### config.mk
export PLATFORM = sky130hd
export DESIGN_NAME = aluct_timer
export DESIGN_NICKNAME = d
export VERILOG_FILES = /design/src/aluct_pkg.sv /design/src/aluct_timer.sv
export SDC_FILE = /design/constraint.sdc
export NUM_CORES = 1
export LEC_CHECK = 0
export ABC_AREA = 1
export BUFFER_PORTS_ARGS = -buffer_cell sky130_fd_sc_hd__buf_2
export CORE_ASPECT_RATIO = 1.5
export CORE_MARGIN = 5
export CORE_UTILIZATION = 40
export CTS_BUF_LIST = sky130_fd_sc_hd__clkbuf_2 sky130_fd_sc_hd__clkbuf_4 sky130_fd_sc_hd__clkbuf_8
export DETAILED_ROUTE_END_ITERATION = 16
export PLACE_DENSITY = 0.7
export SYNTH_ARGS = -nofsm -noshare
export SYNTH_HDL_FRONTEND = slang
export SYNTH_SLANG_ARGS = --single-unit
### constraint.sdc
create_clock -name clk -period 2.65 [get_ports clk]
set_input_delay 0.795 -clock clk [delete_from_list [all_inputs] [get_ports clk]]
set_output_delay 0.795 -clock clk [all_outputs]
set_load 0.02 [all_outputs]
### src/aluct_pkg.sv
// Purpose: shared codes and cycle figures for the instruction timing block
// Assumes: counts are processor clock periods with zero-wait bus cycles
// Notes:   operation, form, size and loop-outcome codes used on the ports
package aluct_pkg;
    // operation codes
    typedef enum logic [4:0] {
        OP_ADD=5'h00, OP_SUB=5'h01, OP_AND=5'h02, OP_OR=5'h03, OP_CMP=5'h04,
        OP_XOR=5'h05, OP_SDIV=5'h06, OP_UDIV=5'h07, OP_MUL=5'h08,
        OP_ADD_IMMEDIATE=5'h09, OP_SUBTRACT_IMMEDIATE=5'h0a, OP_AND_IMMEDIATE=5'h0b, OP_ORI=5'h0c,
        OP_XORI=5'h0d, OP_COMPARE_IMMEDIATE=5'h0e, OP_QADD=5'h0f, OP_QSUB=5'h10,
        OP_QMOVE=5'h11, OP_NEG=5'h12, OP_NEGATE_WITH_EXTEND=5'h13, OP_NOT=5'h14,
        OP_DNEG=5'h15, OP_SETCC=5'h16, OP_TSET=5'h17, OP_TST=5'h18
    } aluct_op_t;
    // destination form
    typedef enum logic [1:0] {
        FM_DREG=2'h0, FM_AREG=2'h1, FM_MEM=2'h2
    } aluct_form_t;
    // operand size
    typedef enum logic [1:0] {
        SZ_BYTE=2'h0, SZ_WORD=2'h1, SZ_LONG=2'h2
    } aluct_size_t;
    // loop-mode outcome
    typedef enum logic [1:0] {
        LP_CONT=2'h0, LP_TRUE=2'h1, LP_EXP=2'h2
    } aluct_loop_t;
    // fsm states
    typedef enum logic [1:0] {
        ST_IDLE=2'b01, ST_RUN=2'b10
    } aluct_state_t;
    // widths
    localparam int CW = 8;
    localparam int BW = 4;
    // clock figures
    localparam logic [7:0] C4   = 8'h04;
    localparam logic [7:0] C6   = 8'h06;
    localparam logic [7:0] C8   = 8'h08;
    localparam logic [7:0] C12  = 8'h0c;
    localparam logic [7:0] C14  = 8'h0e;
    localparam logic [7:0] C20  = 8'h14;
    localparam logic [7:0] C_SDIV = 8'h7a; // 122
    localparam logic [7:0] C_UDIV = 8'h6c; // 108
    localparam logic [7:0] C_MULE = 8'h2a; // 42, worst case
    localparam logic [7:0] C_MULR = 8'h28; // 40
    // loop-mode figures: continue, cc true, expired
    localparam logic [7:0] L_BW_CONT = 8'h10; // 16
    localparam logic [7:0] L_BW_TRUE = 8'h16; // 22
    localparam logic [7:0] L_BW_EXP  = 8'h14; // 20
    localparam logic [7:0] L_L_CONT  = 8'h16; // 22
    localparam logic [7:0] L_L_TRUE  = 8'h1c; // 28
    localparam logic [7:0] L_L_EXP   = 8'h1a; // 26
    localparam logic [7:0] L_CMP_BW_CONT = 8'h0c; // 12
    localparam logic [7:0] L_CMP_BW_TRUE = 8'h12; // 18
    localparam logic [7:0] L_CMP_BW_EXP  = 8'h10; // 16
    localparam logic [7:0] L_CMP_L_CONT  = 8'h12; // 18
    localparam logic [7:0] L_CMP_L_TRUE  = 8'h18; // 24
    localparam logic [7:0] L_CMP_L_EXP   = 8'h14; // 20
    localparam logic [7:0] L_AREG_ADJ = 8'h02; // address reg bw extra
    localparam logic [7:0] L_MEM_ADJ  = 8'h02; // memory long extra
    localparam logic [7:0] L_SUBL_ADJ = 8'h02; // sub long into data reg less
    localparam logic [7:0] L_PREDEC   = 8'h02;
    // bus cycle figures
    localparam logic [3:0] N0 = 4'h0;
    localparam logic [3:0] N1 = 4'h1;
    localparam logic [3:0] N2 = 4'h2;
    localparam logic [3:0] N3 = 4'h3;
    localparam logic [3:0] N4 = 4'h4;
endpackage

### src/aluct_timer.sv
// Purpose: per-instruction clock, read and write cycle counts and pacing
// Assumes: request inputs come from logic on clk; no wait states unless stalled
// Notes:   busy stands exactly the computed clock count when never stalled
//
// Operation
// - flagged entries add the address-calculation clocks, reads and writes given.
// - counts cover execution, write-back and next instruction word fetch.
// - two-operand into data reg 4/6; add/sub into address reg 8/6; one read.
// - register-to-memory forms take 8 (1/1) or long 12 (1/2).
// - compare into address reg 6 clocks one read; no memory form.
// - signed divide 122, unsigned 108, multiply 42 or register form 40.
// - xor into data reg needs data reg source; 4/6 with no address cost.
// - address register destinations refuse byte size.
// - loop byte/word add into data reg 16, 22 or 20 clocks.
// - loop operand only indirect forms; predecrement adds two clocks.
// - loop long add into data reg 22 (2 reads), 28 (4), 26.
// - immediates 8 (2/0), long 14 (3/0); memory 12 and 20 plus address.
// - immediate compare 8 or 12 clocks, never a write.
// - quick add/sub 4 or long 8; address reg word 4; quick move 4.
// - register single-operand 4/6; decimal negate 6; set/test 4; test-set 4 or 14.
// - single-operand memory forms 8 (1/1), long 12 (1/2), plus address; test 4 (1/0), test-set 14 (2/1).
`timescale 1ns/1ns
module aluct_timer
    import aluct_pkg::*;
(
    // clock and reset
    input  wire logic                  clk,
    input  wire logic                  resetn,
    // request
    input  wire logic                  start,
    input  wire aluct_pkg::aluct_op_t   op,
    input  wire aluct_pkg::aluct_size_t size,
    input  wire aluct_pkg::aluct_form_t form,
    input  wire logic                  src_dreg,
    input  wire logic                  src_reg,
    // loop mode
    input  wire logic                  loop_mode,
    input  wire aluct_pkg::aluct_loop_t loop_case,
    input  wire logic                  ea_indirect,
    input  wire logic                  ea_predec,
    // address calculation cost
    input  wire logic [7:0]            ea_clocks,
    input  wire logic [3:0]            ea_reads,
    input  wire logic [3:0]            ea_writes,
    // bus wait stall
    input  wire logic                  bus_wait,
    // result
    output logic                       busy,
    output logic                       done,
    output logic                       illegal,
    output logic [7:0]                 clocks_total,
    output logic [3:0]                 reads_total,
    output logic [3:0]                 writes_total
);
    import aluct_pkg::*;

    aluct_state_t     state;
    logic [CW-1:0]    remain;
    logic [CW-1:0]    next_clk;
    logic [BW-1:0]    next_rd;
    logic [BW-1:0]    next_wr;
    logic             next_ok;
    logic             next_ea;
    logic             is_long;
    logic [CW-1:0]    sum_clk;
    logic [BW-1:0]    sum_rd;
    logic [BW-1:0]    sum_wr;

    assign is_long = (size == SZ_LONG);

    ////////////////////////////////////////////////////////////////////
    // lookup of base figures for the request
    always_comb begin
        next_clk = C4;
        next_rd  = N1;
        next_wr  = N0;
        next_ok  = 1'b1;
        next_ea  = 1'b0;
        if (size == 2'h3) begin
            next_ok = 1'b0;
        end
        if (loop_mode) begin
            // loop forms of the two-operand group only
            next_ok = next_ok && ea_indirect;
            next_rd = is_long ? ((loop_case == LP_CONT) ? N2 : N4)
                              : ((loop_case == LP_CONT) ? N1 : N3);
            next_wr = (form == FM_MEM) ? (is_long ? N2 : N1) : N0;
            unique case (op)
                OP_CMP: begin
                    next_ok = next_ok && (form != FM_MEM) && (form != FM_AREG || size != SZ_BYTE);
                    unique case (loop_case)
                        LP_CONT: next_clk = is_long ? L_CMP_L_CONT : L_CMP_BW_CONT;
                        LP_TRUE: next_clk = is_long ? L_CMP_L_TRUE : L_CMP_BW_TRUE;
                        default: next_clk = is_long ? L_CMP_L_EXP : L_CMP_BW_EXP;
                    endcase
                end
                OP_ADD, OP_SUB, OP_AND, OP_OR, OP_XOR: begin
                    unique case (loop_case)
                        LP_CONT: next_clk = is_long ? L_L_CONT : L_BW_CONT;
                        LP_TRUE: next_clk = is_long ? L_L_TRUE : L_BW_TRUE;
                        default: next_clk = is_long ? L_L_EXP : L_BW_EXP;
                    endcase
                    if (form == FM_AREG) begin
                        next_ok = next_ok && (op == OP_ADD || op == OP_SUB) && !(size == SZ_BYTE);
                        if (!is_long) next_clk = next_clk + L_AREG_ADJ;
                    end else if (form == FM_MEM) begin
                        if (is_long) next_clk = next_clk + L_MEM_ADJ;
                    end else begin
                        next_ok = next_ok && (op != OP_XOR);
                        if (op == OP_SUB && is_long) next_clk = next_clk - L_SUBL_ADJ;
                    end
                end
                default: next_ok = 1'b0;
            endcase
            if (ea_predec) next_clk = next_clk + L_PREDEC;
            if (loop_case == 2'h3) next_ok = 1'b0;
        end else begin
            unique case (op)
                OP_ADD, OP_SUB, OP_AND, OP_OR, OP_CMP, OP_XOR: begin
                    next_ea = !(op == OP_XOR && form == FM_DREG);
                    if (form == FM_DREG) begin
                        next_clk = is_long ? C6 : C4;
                        next_ok  = next_ok && (op != OP_XOR || src_dreg);
                    end else if (form == FM_AREG) begin
                        next_ok  = next_ok && size != SZ_BYTE;
                        next_ok  = next_ok && (op == OP_ADD || op == OP_SUB || op == OP_CMP);
                        next_clk = (op == OP_CMP || is_long) ? C6 : C8;
                    end else begin
                        next_ok  = next_ok && (op != OP_CMP);
                        next_clk = is_long ? C12 : C8;
                        next_wr  = is_long ? N2 : N1;
                    end
                end
                OP_SDIV, OP_UDIV, OP_MUL: begin
                    next_ok  = next_ok && (form == FM_DREG);
                    next_ea  = !(op == OP_MUL && src_reg);
                    next_clk = (op == OP_SDIV) ? C_SDIV : (op == OP_UDIV) ? C_UDIV
                             : (src_reg ? C_MULR : C_MULE);
                end
                OP_ADD_IMMEDIATE, OP_SUBTRACT_IMMEDIATE, OP_AND_IMMEDIATE, OP_ORI, OP_XORI, OP_COMPARE_IMMEDIATE: begin
                    next_ok = next_ok && (form != FM_AREG);
                    next_rd = is_long ? N3 : N2;
                    if (form == FM_MEM) begin
                        next_ea  = 1'b1;
                        next_clk = is_long ? C20 : C12;
                        next_wr  = (op == OP_COMPARE_IMMEDIATE) ? N0 : (is_long ? N2 : N1);
                        if (op == OP_COMPARE_IMMEDIATE) next_clk = is_long ? C12 : C8;
                    end else begin
                        next_clk = is_long ? ((op == OP_COMPARE_IMMEDIATE) ? C12 : C14) : C8;
                    end
                end
                OP_QADD, OP_QSUB: begin
                    if (form == FM_MEM) begin
                        next_ea  = 1'b1;
                        next_clk = is_long ? C12 : C8;
                        next_wr  = is_long ? N2 : N1;
                    end else begin
                        next_ok  = next_ok && !(form == FM_AREG && size == SZ_BYTE);
                        next_clk = is_long ? C8 : C4;
                    end
                end
                OP_QMOVE: begin
                    next_ok  = next_ok && form == FM_DREG && is_long;
                    next_clk = C4;
                end
                OP_NEG, OP_NEGATE_WITH_EXTEND, OP_NOT, OP_DNEG, OP_SETCC, OP_TSET, OP_TST: begin
                    next_ok = next_ok && (form != FM_AREG);
                    if (op == OP_DNEG || op == OP_SETCC || op == OP_TSET) begin
                        next_ok = next_ok && size == SZ_BYTE;
                    end
                    if (form == FM_MEM) begin
                        next_ea  = 1'b1;
                        next_clk = is_long ? C12 : C8;
                        next_wr  = is_long ? N2 : N1;
                        if (op == OP_TSET) begin
                            next_clk = C14;
                            next_rd  = N2;
                            next_wr  = N1;
                        end else if (op == OP_TST) begin
                            next_clk = C4;
                            next_wr  = N0;
                        end
                    end else begin
                        next_clk = (op == OP_DNEG) ? C6 : (is_long && op != OP_TST) ? C6 : C4;
                    end
                end
                default: next_ok = 1'b0;
            endcase
        end
    end

    ////////////////////////////////////////////////////////////////////
    // totals including address calculation where flagged
    always_comb begin
        sum_clk = next_clk;
        sum_rd  = next_rd;
        sum_wr  = next_wr;
        if (next_ea && !loop_mode) begin
            sum_clk = next_clk + ea_clocks;
            sum_rd  = next_rd + ea_reads;
            sum_wr  = next_wr + ea_writes;
        end
    end

    ////////////////////////////////////////////////////////////////////
    // sequencer: busy for the counted clocks, stalled by bus_wait
    always_ff @(posedge clk or negedge resetn) begin
        if (!resetn) begin
            state  <= ST_IDLE;
            remain <= 8'h00;
            busy   <= 1'b0;
        end else begin
            unique case (state)
                ST_IDLE: begin
                    if (start && next_ok && sum_clk != 8'h00) begin
                        state  <= ST_RUN;
                        remain <= sum_clk;
                        busy   <= 1'b1;
                    end
                end
                ST_RUN: begin
                    if (!bus_wait) begin
                        remain <= remain - 8'h01;
                        if (remain == 8'h01) begin
                            state <= ST_IDLE;
                            busy  <= 1'b0;
                        end
                    end
                end
                default: begin
                    state <= ST_IDLE;
                    busy  <= 1'b0;
                end
            endcase
        end
    end

    ////////////////////////////////////////////////////////////////////
    // completion pulse and refusal flag
    always_ff @(posedge clk or negedge resetn) begin
        if (!resetn) begin
            done    <= 1'b0;
            illegal <= 1'b0;
        end else begin
            done    <= 1'b0;
            illegal <= 1'b0;
            if (state == ST_RUN && !bus_wait && remain == 8'h01) begin
                done <= 1'b1;
            end else if (state == ST_IDLE && start && !(next_ok && sum_clk != 8'h00)) begin
                done    <= 1'b1;
                illegal <= 1'b1;
            end
        end
    end

    ////////////////////////////////////////////////////////////////////
    // captured figures of the accepted request
    always_ff @(posedge clk or negedge resetn) begin
        if (!resetn) begin
            clocks_total <= 8'h00;
            reads_total  <= 4'h0;
            writes_total <= 4'h0;
        end else if (state == ST_IDLE && start) begin
            clocks_total <= next_ok ? sum_clk : 8'h00;
            reads_total  <= next_ok ? sum_rd : 4'h0;
            writes_total <= next_ok ? sum_wr : 4'h0;
        end
    end
endmodule

==> flow_summary.ini, run 1 <==
[layout]
area_delta_synth_final_pct = 76.65
final_nets = 801
final_area_um2 = 5851
antenna_cells = 0
drive_gt1_frac = 0.5388

[floorplanning]
dieArea_um2 = 10240
die_y_um = 121.4
coreArea_um2 = 8058
num_rows = 40
die_w_um = 84.30
start_util = 0.4110
io_pins = 55

[synth]
synth_most_common_cell = nand2_1
synth_async_sr_flop_share = 1.000
synthesis.area_um2 = 3312
yosysUniqueCellTypes = 51
synth-seq-area-share = 0.2119
synth_seq_cells = 28
syn_inst = 504
synthTopCellsByArea = dfrtp_1 (20%), nand2_1 (16%), ha_1 (9.8%)
synth.net_count = 569
synth_edf_count = 0
synth_warnings = 0
avgSynthCellArea_um2 = 6.571
netlist_top_cells_count = nand2_1 (138), inv_1 (53), nand3_1 (46), nor2_1 (42), o21ai_0 (33)
ys.flop_type = dfrtp_1
synth_top_cell_by_area = dfrtp_1
synth_top_area_frac = 0.2040

[grt]
grt_max_degree = 29
grt-ovfl-total = 0
grt_pass1_vias = 4529
track_usage = 0.2406
grt_pass1_wl_um = 20040
antenna_found_initial = 0

[drt]
first_pass_iters = 5
wl_um = 12860
postRouteAntennaNets = 0
vias_per_cell = 5.263
drt_iter0_drc = 199
drc = 0
wl_per_cell_um = 15.31
vias = 4421

[run]
drv_cap = 0

[pwr]
power.density_nw_per_um2 = 355.4
cellLeakagePower_nw = 3.062
p_seq_frac = 0.277
switching_share = 0.4180
power_frac_comb = 0.597
internal-power_mw = 1.210
power_frac_clock = 0.126
total_power_mw = 2.079
irDropWorstVdd_v = 0.0003347
power.switching_mw = 0.8693

[min_path]
hold_path_class = register to register

[run_status]
status = finished with violations
violations = negative setup slack

[cts]
cts.sinks = 28
cts_tree = built
clk_latency_ps = 280
clk_pin_slew_ps = 90
cts_buffers = 3
cts_htree_levels = 1
clk_path_buf_depth = 2
cts-root-buf = clkbuf_8

[place]
gp_congestion = 0.9775
place_area_um2 = 4756
io_buffers = 54
dp_hpwl_um = 8999

[critical_path]
crit_path_max_incr_delay_ps = 360
crit_arrival_ps = 4510
worstSetupEndpointType = register
crit_type = input port to register
cp_common_cell = nand2_1
path_max_fanout = 13
slowest_stage = fa_2
crit_path_start_kind = input port
critical_path_required_ps = 2830

[sta]
clock_skew_ps = 5.726
setup_viol = 28
fin_ws_ps = -1674
slew_headroom = 0.6042
maxSlewViolCount = 0
grt_setup_unrepaired = true
hold_viol = 0
period_minus_slack_ps = 4324
fmax_mhz = 231.3
period_share = 1.632
tightest_slew_ps = 593.7
==> layer usage <==
layer / wire, um / track usage
met1: 4202 / 0.2265
met5: 0 / 0
met2: 6956 / 0.4600
met3: 645 / 0.02785
met4: 1054 / 0.1881
==> cells in the final DEF (no fill, tap or decap), types with 3 or more instances in the layout <==
cell,count
a21oi_1,8
a21oi_2,5
a22o_1,6
a31oi_1,4
buf_12,4
buf_2,50
buf_4,148
buf_6,32
clkbuf_8,4
dfrtp_1,27
fa_2,3
ha_1,18
ha_4,6
inv_1,42
inv_2,20
inv_4,3
inv_8,3
nand2_1,103
nand2_2,29
nand2_4,13
nand3_1,35
nand3_2,13
nand3_4,3
nand4_1,4
nor2_1,33
nor2_2,8
nor2_4,14
nor3_1,5
o21ai_0,18
o21ai_1,13
o21ai_2,12
o21ai_4,3
o21bai_1,3
xor2_1,4
==> worst max-delay path: cells and delay by family <==
| kind | cells | cell delay [ps] |
|---|---|---|
| simple gates | 22 | 2160 |
| fa+ha+maj | 3 | 690 |
| buf+inv | 5 | 480 |
| compound gates | 3 | 360 |
==> registers in the layout, summed over array words and instances (netlist names) <==
register      cells
done              1
reads_total       4
state             1
busy              1
illegal           1
writes_total      4
clocks_total      8
remain            8
==> per-stage QoR <==
stage               instances  TNS [ps]  utilization  worst slack [ps]  hold WS [ps]
floorplan                 504    -22790            -             -1504         498.1
global placement          781    -32650       0.5902             -1790         471.8
detailed placement        781    -35120       0.5902             -1918         474.5
CTS                       826    -23320       0.6778             -1400         496.5
global route              840    -33920       0.7261             -1841         518.3
finish                    840    -29370       0.7261             -1674         487.1
==> logic make-up (layout without fill, tap and decap cells) <==
kind of cell    count (synthesis)  count (layout)  synth area share
flops                          28              28            0.2119
xor+xnor                        9               9           0.02380
simple gates                  270             271            0.3842
buf+inv                        80             310           0.09898
fa+ha+maj                      29              29            0.1164
compound gates                 87              87            0.1617
mux                             1               1          0.003022
==> power by group through the flow <==
stage | clock network (mW) | registers [mW] | logic (mW)
2_1_floorplan | 0 | 0.604 | 0.524
3_3_place_gp | 0 | 0.575 | 0.902
3_5_place_dp | 0 | 0.578 | 0.930
4_1_cts | 0.269 | 0.569 | 1.09
5_1_grt | 0.287 | 0.585 | 1.34
6_report | 0.263 | 0.575 | 1.24
==> final cells by class <==
class,count,area [um2]
Timing Repair Buffer,236,1832
Timing Repair inverter,1,11.26
Clock buffer,4,55.05
Sequential cell,28,701.9
Inverter,69,299.0
Multi-Input combinational cell,397,2820
Fill cell,604,2207
Tap cell,105,131.4
==> timing repair <==
action                                  CTS  global route
gates cloned                              2             0
pin swaps                                61            50
setup buffers                            49            16
gates resized for setup                  94            62
endpoints found under the setup margin   28            28
hold buffers                              0             0
==> worst paths after layout <==
| path | start | to | slack, ps | cells after the start |
|---|---|---|---|---|
| setup / recovery | size[0] | remain[1] | -1670 | 33 |
| hold / removal | clocks_total[2] | clocks_total[2] | 490 | 2 |
| setup reg to reg | state[0] | remain[4] | 910 | 8 |
| hold reg to reg | clocks_total[2] | clocks_total[2] | 490 | 2 |
| max in group asynchronous | resetn | clocks_total[1] | 1760 | 1 |
| min in group asynchronous | resetn | remain[3] | 510 | 1 |
(Power assumes the default switching activity.)
==> run 2: changes to the inputs <==
--- a/config.mk
+++ b/config.mk
@@ -13,6 +13,7 @@
 export CTS_BUF_LIST = sky130_fd_sc_hd__clkbuf_2 sky130_fd_sc_hd__clkbuf_4 sky130_fd_sc_hd__clkbuf_8
 export DETAILED_ROUTE_END_ITERATION = 16
 export PLACE_DENSITY = 0.7
+export RECOVER_POWER = 50
 export SYNTH_ARGS = -nofsm -noshare
 export SYNTH_HDL_FRONTEND = slang
 export SYNTH_SLANG_ARGS = --single-unit
==> flow_summary.ini, run 2 (synthesis results as in run 1) <==
[run_status]
status = finished with violations
violations = negative setup slack

[drt]
drt_iter0_drc = 199
drc = 0
dr_wl_met3_um = 648
met2_length_um = 6966
wl_per_cell_um = 15.31
highest_layer = met4
vias = 4413
first_pass_iters = 5
drt-met1-wl_um = 4201
wl_um = 12860
postRouteAntennaNets = 0
vias_per_cell = 5.254

[pwr]
switching_share = 0.4179
power.density_nw_per_um2 = 355.3
power.switching_mw = 0.8686
cellLeakagePower_nw = 3.059
internal-power_mw = 1.210
p_seq_frac = 0.277
power_frac_clock = 0.126
irDropWorstVdd_v = 0.0003314
power_frac_comb = 0.597

[critical_path]
ff2ff_setup_slack_ps = 910
crit_arrival_ps = 4510
path_max_fanout = 13
reg2reg_depth = 8
r2r_end = remain[4]
critical_path_required_ps = 2830
cp_common_cell = nand2_1
crit_path_start_kind = input port
crit_type = input port to register
r2r-start = state[0]
worstSetupEndpointType = register
crit_path_max_incr_delay_ps = 360
slowest_stage = fa_2

[cts]
cts_buffers = 3
clk_pin_slew_ps = 90
clk_latency_ps = 280
cts-root-buf = clkbuf_8
cts.sinks = 28
cts_htree_levels = 1
cts_tree = built
clk_path_buf_depth = 2

[sta]
period_minus_slack_ps = 4324
hold_viol = 0
setup_viol = 28
whs_ps = 486.6
maxSlewViolCount = 0
clock_skew_ps = 3.928
grt_setup_unrepaired = true
tightest_slew_ps = 1415
fmax_mhz = 231.3
slew_headroom = 0.05638
fin_ws_ps = -1674
period_share = 1.632

[layout]
final_nets = 801
drive_gt1_frac = 0.5374
reg_top3 = clocks_total: 8 flops, remain: 8 flops
antenna_cells = 0
final_common_cell = buf_4
post-route-util = 0.7259
most-common-layout-cells = buf_4 (148), nand2_1 (103), buf_2 (49), inv_1 (42), nand3_1 (35)
area_delta_synth_final_pct = 76.62

[floorplanning]
die_y_um = 121.4
dieArea_um2 = 10240
io_pins = 55
num_rows = 40
die_w_um = 84.30
coreArea_um2 = 8058
start_util = 0.4110

[grt]
antenna_found_initial = 0
grt-ovfl-total = 0
grt_pass1_vias = 4529
track_usage = 0.2406
grt_max_degree = 29
grt_pass1_wl_um = 20040

[place]
gp_congestion = 0.9775
dp_slack_ps = -1918
io_buffers = 54
dp_hpwl_um = 8999

[run]
drv_cap = 0

[min_path]
worstHoldStart = clocks_total[2]
holdPathStages = 2
hold_path_end = clocks_total[2]
hold_path_class = register to register
-- run 2: changes by cell type in the layout (fill, tap and decap cells not counted) --
cell	delta
buf_2	-1
clkbuf_1	+1
-- run 2: layout make-up --
type,instances,area (um2)
clock buffers,4,55.05
fillers,605,2208
inverters,69,299.0
multi-input cells,397,2820
flip-flops and latches,28,701.9
well taps,105,131.4
repair buffers,236,1831
repair inverters,1,11.26
-- run 2: power groups by stage --
stage,clock [mW],combinational (mW),sequential (mW)
final,0.262,1.24,0.575
after global routing,0.287,1.34,0.585
after floorplan,0,0.524,0.604
after global placement,0,0.902,0.575
after CTS,0.269,1.09,0.569
after detailed placement,0,0.930,0.578
-- run 2: critical path, delay by kind of cell --
family          cells  cell delay (ps)
simple gates       22             2160
compound gates      3              360
fa+ha+maj           3              690
buf+inv             5              480
-- run 2: worst max path at each step --
stage | from | end | slack, ps
detailed placement | size[0] | remain[7] | -1920
global route | size[0] | remain[5] | -1840
CTS | size[0] | remain[4] | -1400
finish | size[0] | remain[1] | -1670
global placement | size[0] | remain[6] | -1790
floorplan | loop_case[1] | remain[6] | -1500
-- run 2: through the flow --
step / setup TNS (ps) / cell area, um2 / power (mW) / std cells
2_1_floorplan: -22790 / 3455 / 1.128 / 504
3_3_place_gp: -32650 / 4756 / 1.476 / 781
3_5_place_dp: -35120 / 4756 / 1.508 / 781
4_1_cts: -23320 / 5461 / 1.928 / 826
5_1_grt: -33920 / 5849 / 2.216 / 840
6_report: -29350 / 5849 / 2.079 / 840
-- run 2: what timing repair did --
action / CTS / global route
cloned: 2 / 0
hold buffers: 0 / 0
hold endpoints to repair: 0 / 0
resized for setup: 94 / 62
endpoints found under the setup margin: 28 / 28
pin swaps: 61 / 50
buffers inserted: 49 / 16
-- run 2: per-layer routing --
metal | GRT usage | vias up
li1 | - | 2124
met1 | 0.2265 | 2035
met2 | 0.4600 | 182
met3 | 0.02785 | 72
met4 | 0.1881 | 0
met5 | 0 | -
==> run 3: changes to the inputs <==
--- a/config.mk
+++ b/config.mk
@@ -9,10 +9,11 @@
 export BUFFER_PORTS_ARGS = -buffer_cell sky130_fd_sc_hd__buf_2
 export CORE_ASPECT_RATIO = 1.5
 export CORE_MARGIN = 5
-export CORE_UTILIZATION = 40
+export CORE_UTILIZATION = 45
 export CTS_BUF_LIST = sky130_fd_sc_hd__clkbuf_2 sky130_fd_sc_hd__clkbuf_4 sky130_fd_sc_hd__clkbuf_8
+export CTS_CLUSTER_SIZE = 16
 export DETAILED_ROUTE_END_ITERATION = 16
-export PLACE_DENSITY = 0.7
+export PLACE_DENSITY = 0.76
 export RECOVER_POWER = 50
 export SYNTH_ARGS = -nofsm -noshare
 export SYNTH_HDL_FRONTEND = slang
==> flow_summary.ini, run 3 (synthesis results as in run 1) <==
[run_status]
status = finished with violations
violations = negative setup slack

[grt]
track_usage = 0.2641
grt_busiest_layer = met2
antenna_found_initial = 0
grtUsageMet3 = 0.02116
grt_max_degree = 29
grt_util_met1 = 0.2569
grt-ovfl-total = 0
grt_pass1_vias = 4433
use_met2 = 0.5127
grt_pass1_wl_um = 19650

[drt]
drt_iter0_drc = 215
wl_um = 12730
vias = 4419
wl_per_cell_um = 15.53
vias_per_cell = 5.389
drc = 0
postRouteAntennaNets = 0
first_pass_iters = 5

[layout]
final_common_cell = buf_4
drive_gt1_frac = 0.5125
antenna_cells = 0
most-common-layout-cells = buf_4 (137), nand2_1 (104), buf_2 (47), inv_1 (41), nand3_1 (36)
final_area_um2 = 5675
reg_top3 = clocks_total: 8 flops, remain: 8 flops
area_delta_synth_final_pct = 71.36
nFillCells = 491
final_nets = 786

[critical_path]
path_max_fanout = 13
crit_type = input port to register
crit_path_max_incr_delay_ps = 310
slowest_stage = ha_1
critPathLaunch = size[0]
r2r-start = remain[0]
crit_path_start_kind = input port
worstSetupEndpointType = register
crit_arrival_ps = 4410
cp_common_cell = nand2_1
critical_path_required_ps = 2830
ff2ff_setup_slack_ps = 1000

[cts]
cts.sinks = 28
cts_htree_levels = 1
cts_hold_buf = 0
cts_tree = built
cts-root-buf = clkbuf_8
clk_pin_slew_ps = 100
cts_buffers = 3
clk_latency_ps = 280
clk_path_buf_depth = 2

[sta]
fmax_mhz = 236.6
clock_skew_ps = 3.441
slew_headroom = 0.03897
tightest_slew_ps = 1442
grt_setup_unrepaired = true
period_minus_slack_ps = 4227
hold_viol = 0
setup_viol = 25
period_share = 1.595
fin_ws_ps = -1577
whs_ps = 490.8
maxSlewViolCount = 0

[place]
io_buffers = 54
gp_congestion = 0.9867
dp_hpwl_um = 8843
place_area_um2 = 4740

[floorplanning]
io_pins = 55
dieArea_um2 = 9211
coreArea_um2 = 7227
die_y_um = 115.1
die_w_um = 80.05
start_util = 0.4583
num_rows = 38

[run]
drv_cap = 0

[min_path]
hold_path_class = register to register
worstHoldStart = clocks_total[4]

[pwr]
irDropWorstVdd_v = 0.0003018
power.density_nw_per_um2 = 365.2
cellLeakagePower_nw = 2.961
run 3: layout make-up:
cell class | instances | area [um2] | area share
clock buffer | 3 | 41.29 | 0.007275
clock inverter | 1 | 30.03 | 0.005291
inverter | 69 | 294.0 | 0.05181
multi-input combinational | 397 | 2749 | 0.4843
sequential | 28 | 701.9 | 0.1237
tap | 100 | 125.1 | 0.02205
timing repair buffer | 222 | 1734 | 0.3056
run 3: layer usage:
layer | up-vias | routed length (um)
met5 | - | 0
met4 | 0 | 840
met3 | 73 | 601
li1 | 2086 | -
met2 | 210 | 6997
met1 | 2050 | 4292
run 3: worst paths after layout:
check,to,depth (start not counted)
hold / removal,clocks_total[4],2
max in group asynchronous,remain[6],1
hold reg to reg,clocks_total[4],2
setup reg to reg,remain[6],7
setup / recovery,remain[6],31
min in group asynchronous,writes_total[1],1
run 3: metrics by stage:
| stage | TNS [ps] | utilization | std cells | setup WS [ps] | total power [mW] |
|---|---|---|---|---|---|
| after floorplan | -22790 | - | 504 | -1504 | 1.128 |
| after global placement | -33070 | 0.6558 | 773 | -1794 | 1.472 |
| after detailed placement | -34820 | 0.6558 | 773 | -1875 | 1.498 |
| after CTS | -22770 | 0.7429 | 812 | -1393 | 1.943 |
| after global routing | -31730 | 0.7853 | 820 | -1856 | 2.189 |
| final | -26570 | 0.7853 | 820 | -1577 | 2.073 |
run 3: repair_timing:
| action | 4_1_cts | 5_1_grt |
|---|---|---|
| pin swaps | 40 | 42 |
| setup endpoints to repair | 28 | 28 |
| cloned | 1 | 0 |
| gates resized for setup | 80 | 68 |
| setup buffers | 35 | 15 |
run 3: where the power goes:
| group | switching (mW) | total, mW | internal, mW |
|---|---|---|---|
| sequential | 0.0737 | 0.577 | 0.503 |
| clock | 0.135 | 0.338 | 0.202 |
| combinational | 0.631 | 1.16 | 0.527 |
| total | 0.840 | 2.07 | 1.23 |
run 3: worst max-delay path: cells and delay by family:
kind / cells / cell delay (ps)
and+or+nand+nor: 18 / 1800
buffers and inverters: 7 / 890
adders and majority gates: 2 / 490
AOI/OAI and AO/OA: 4 / 410
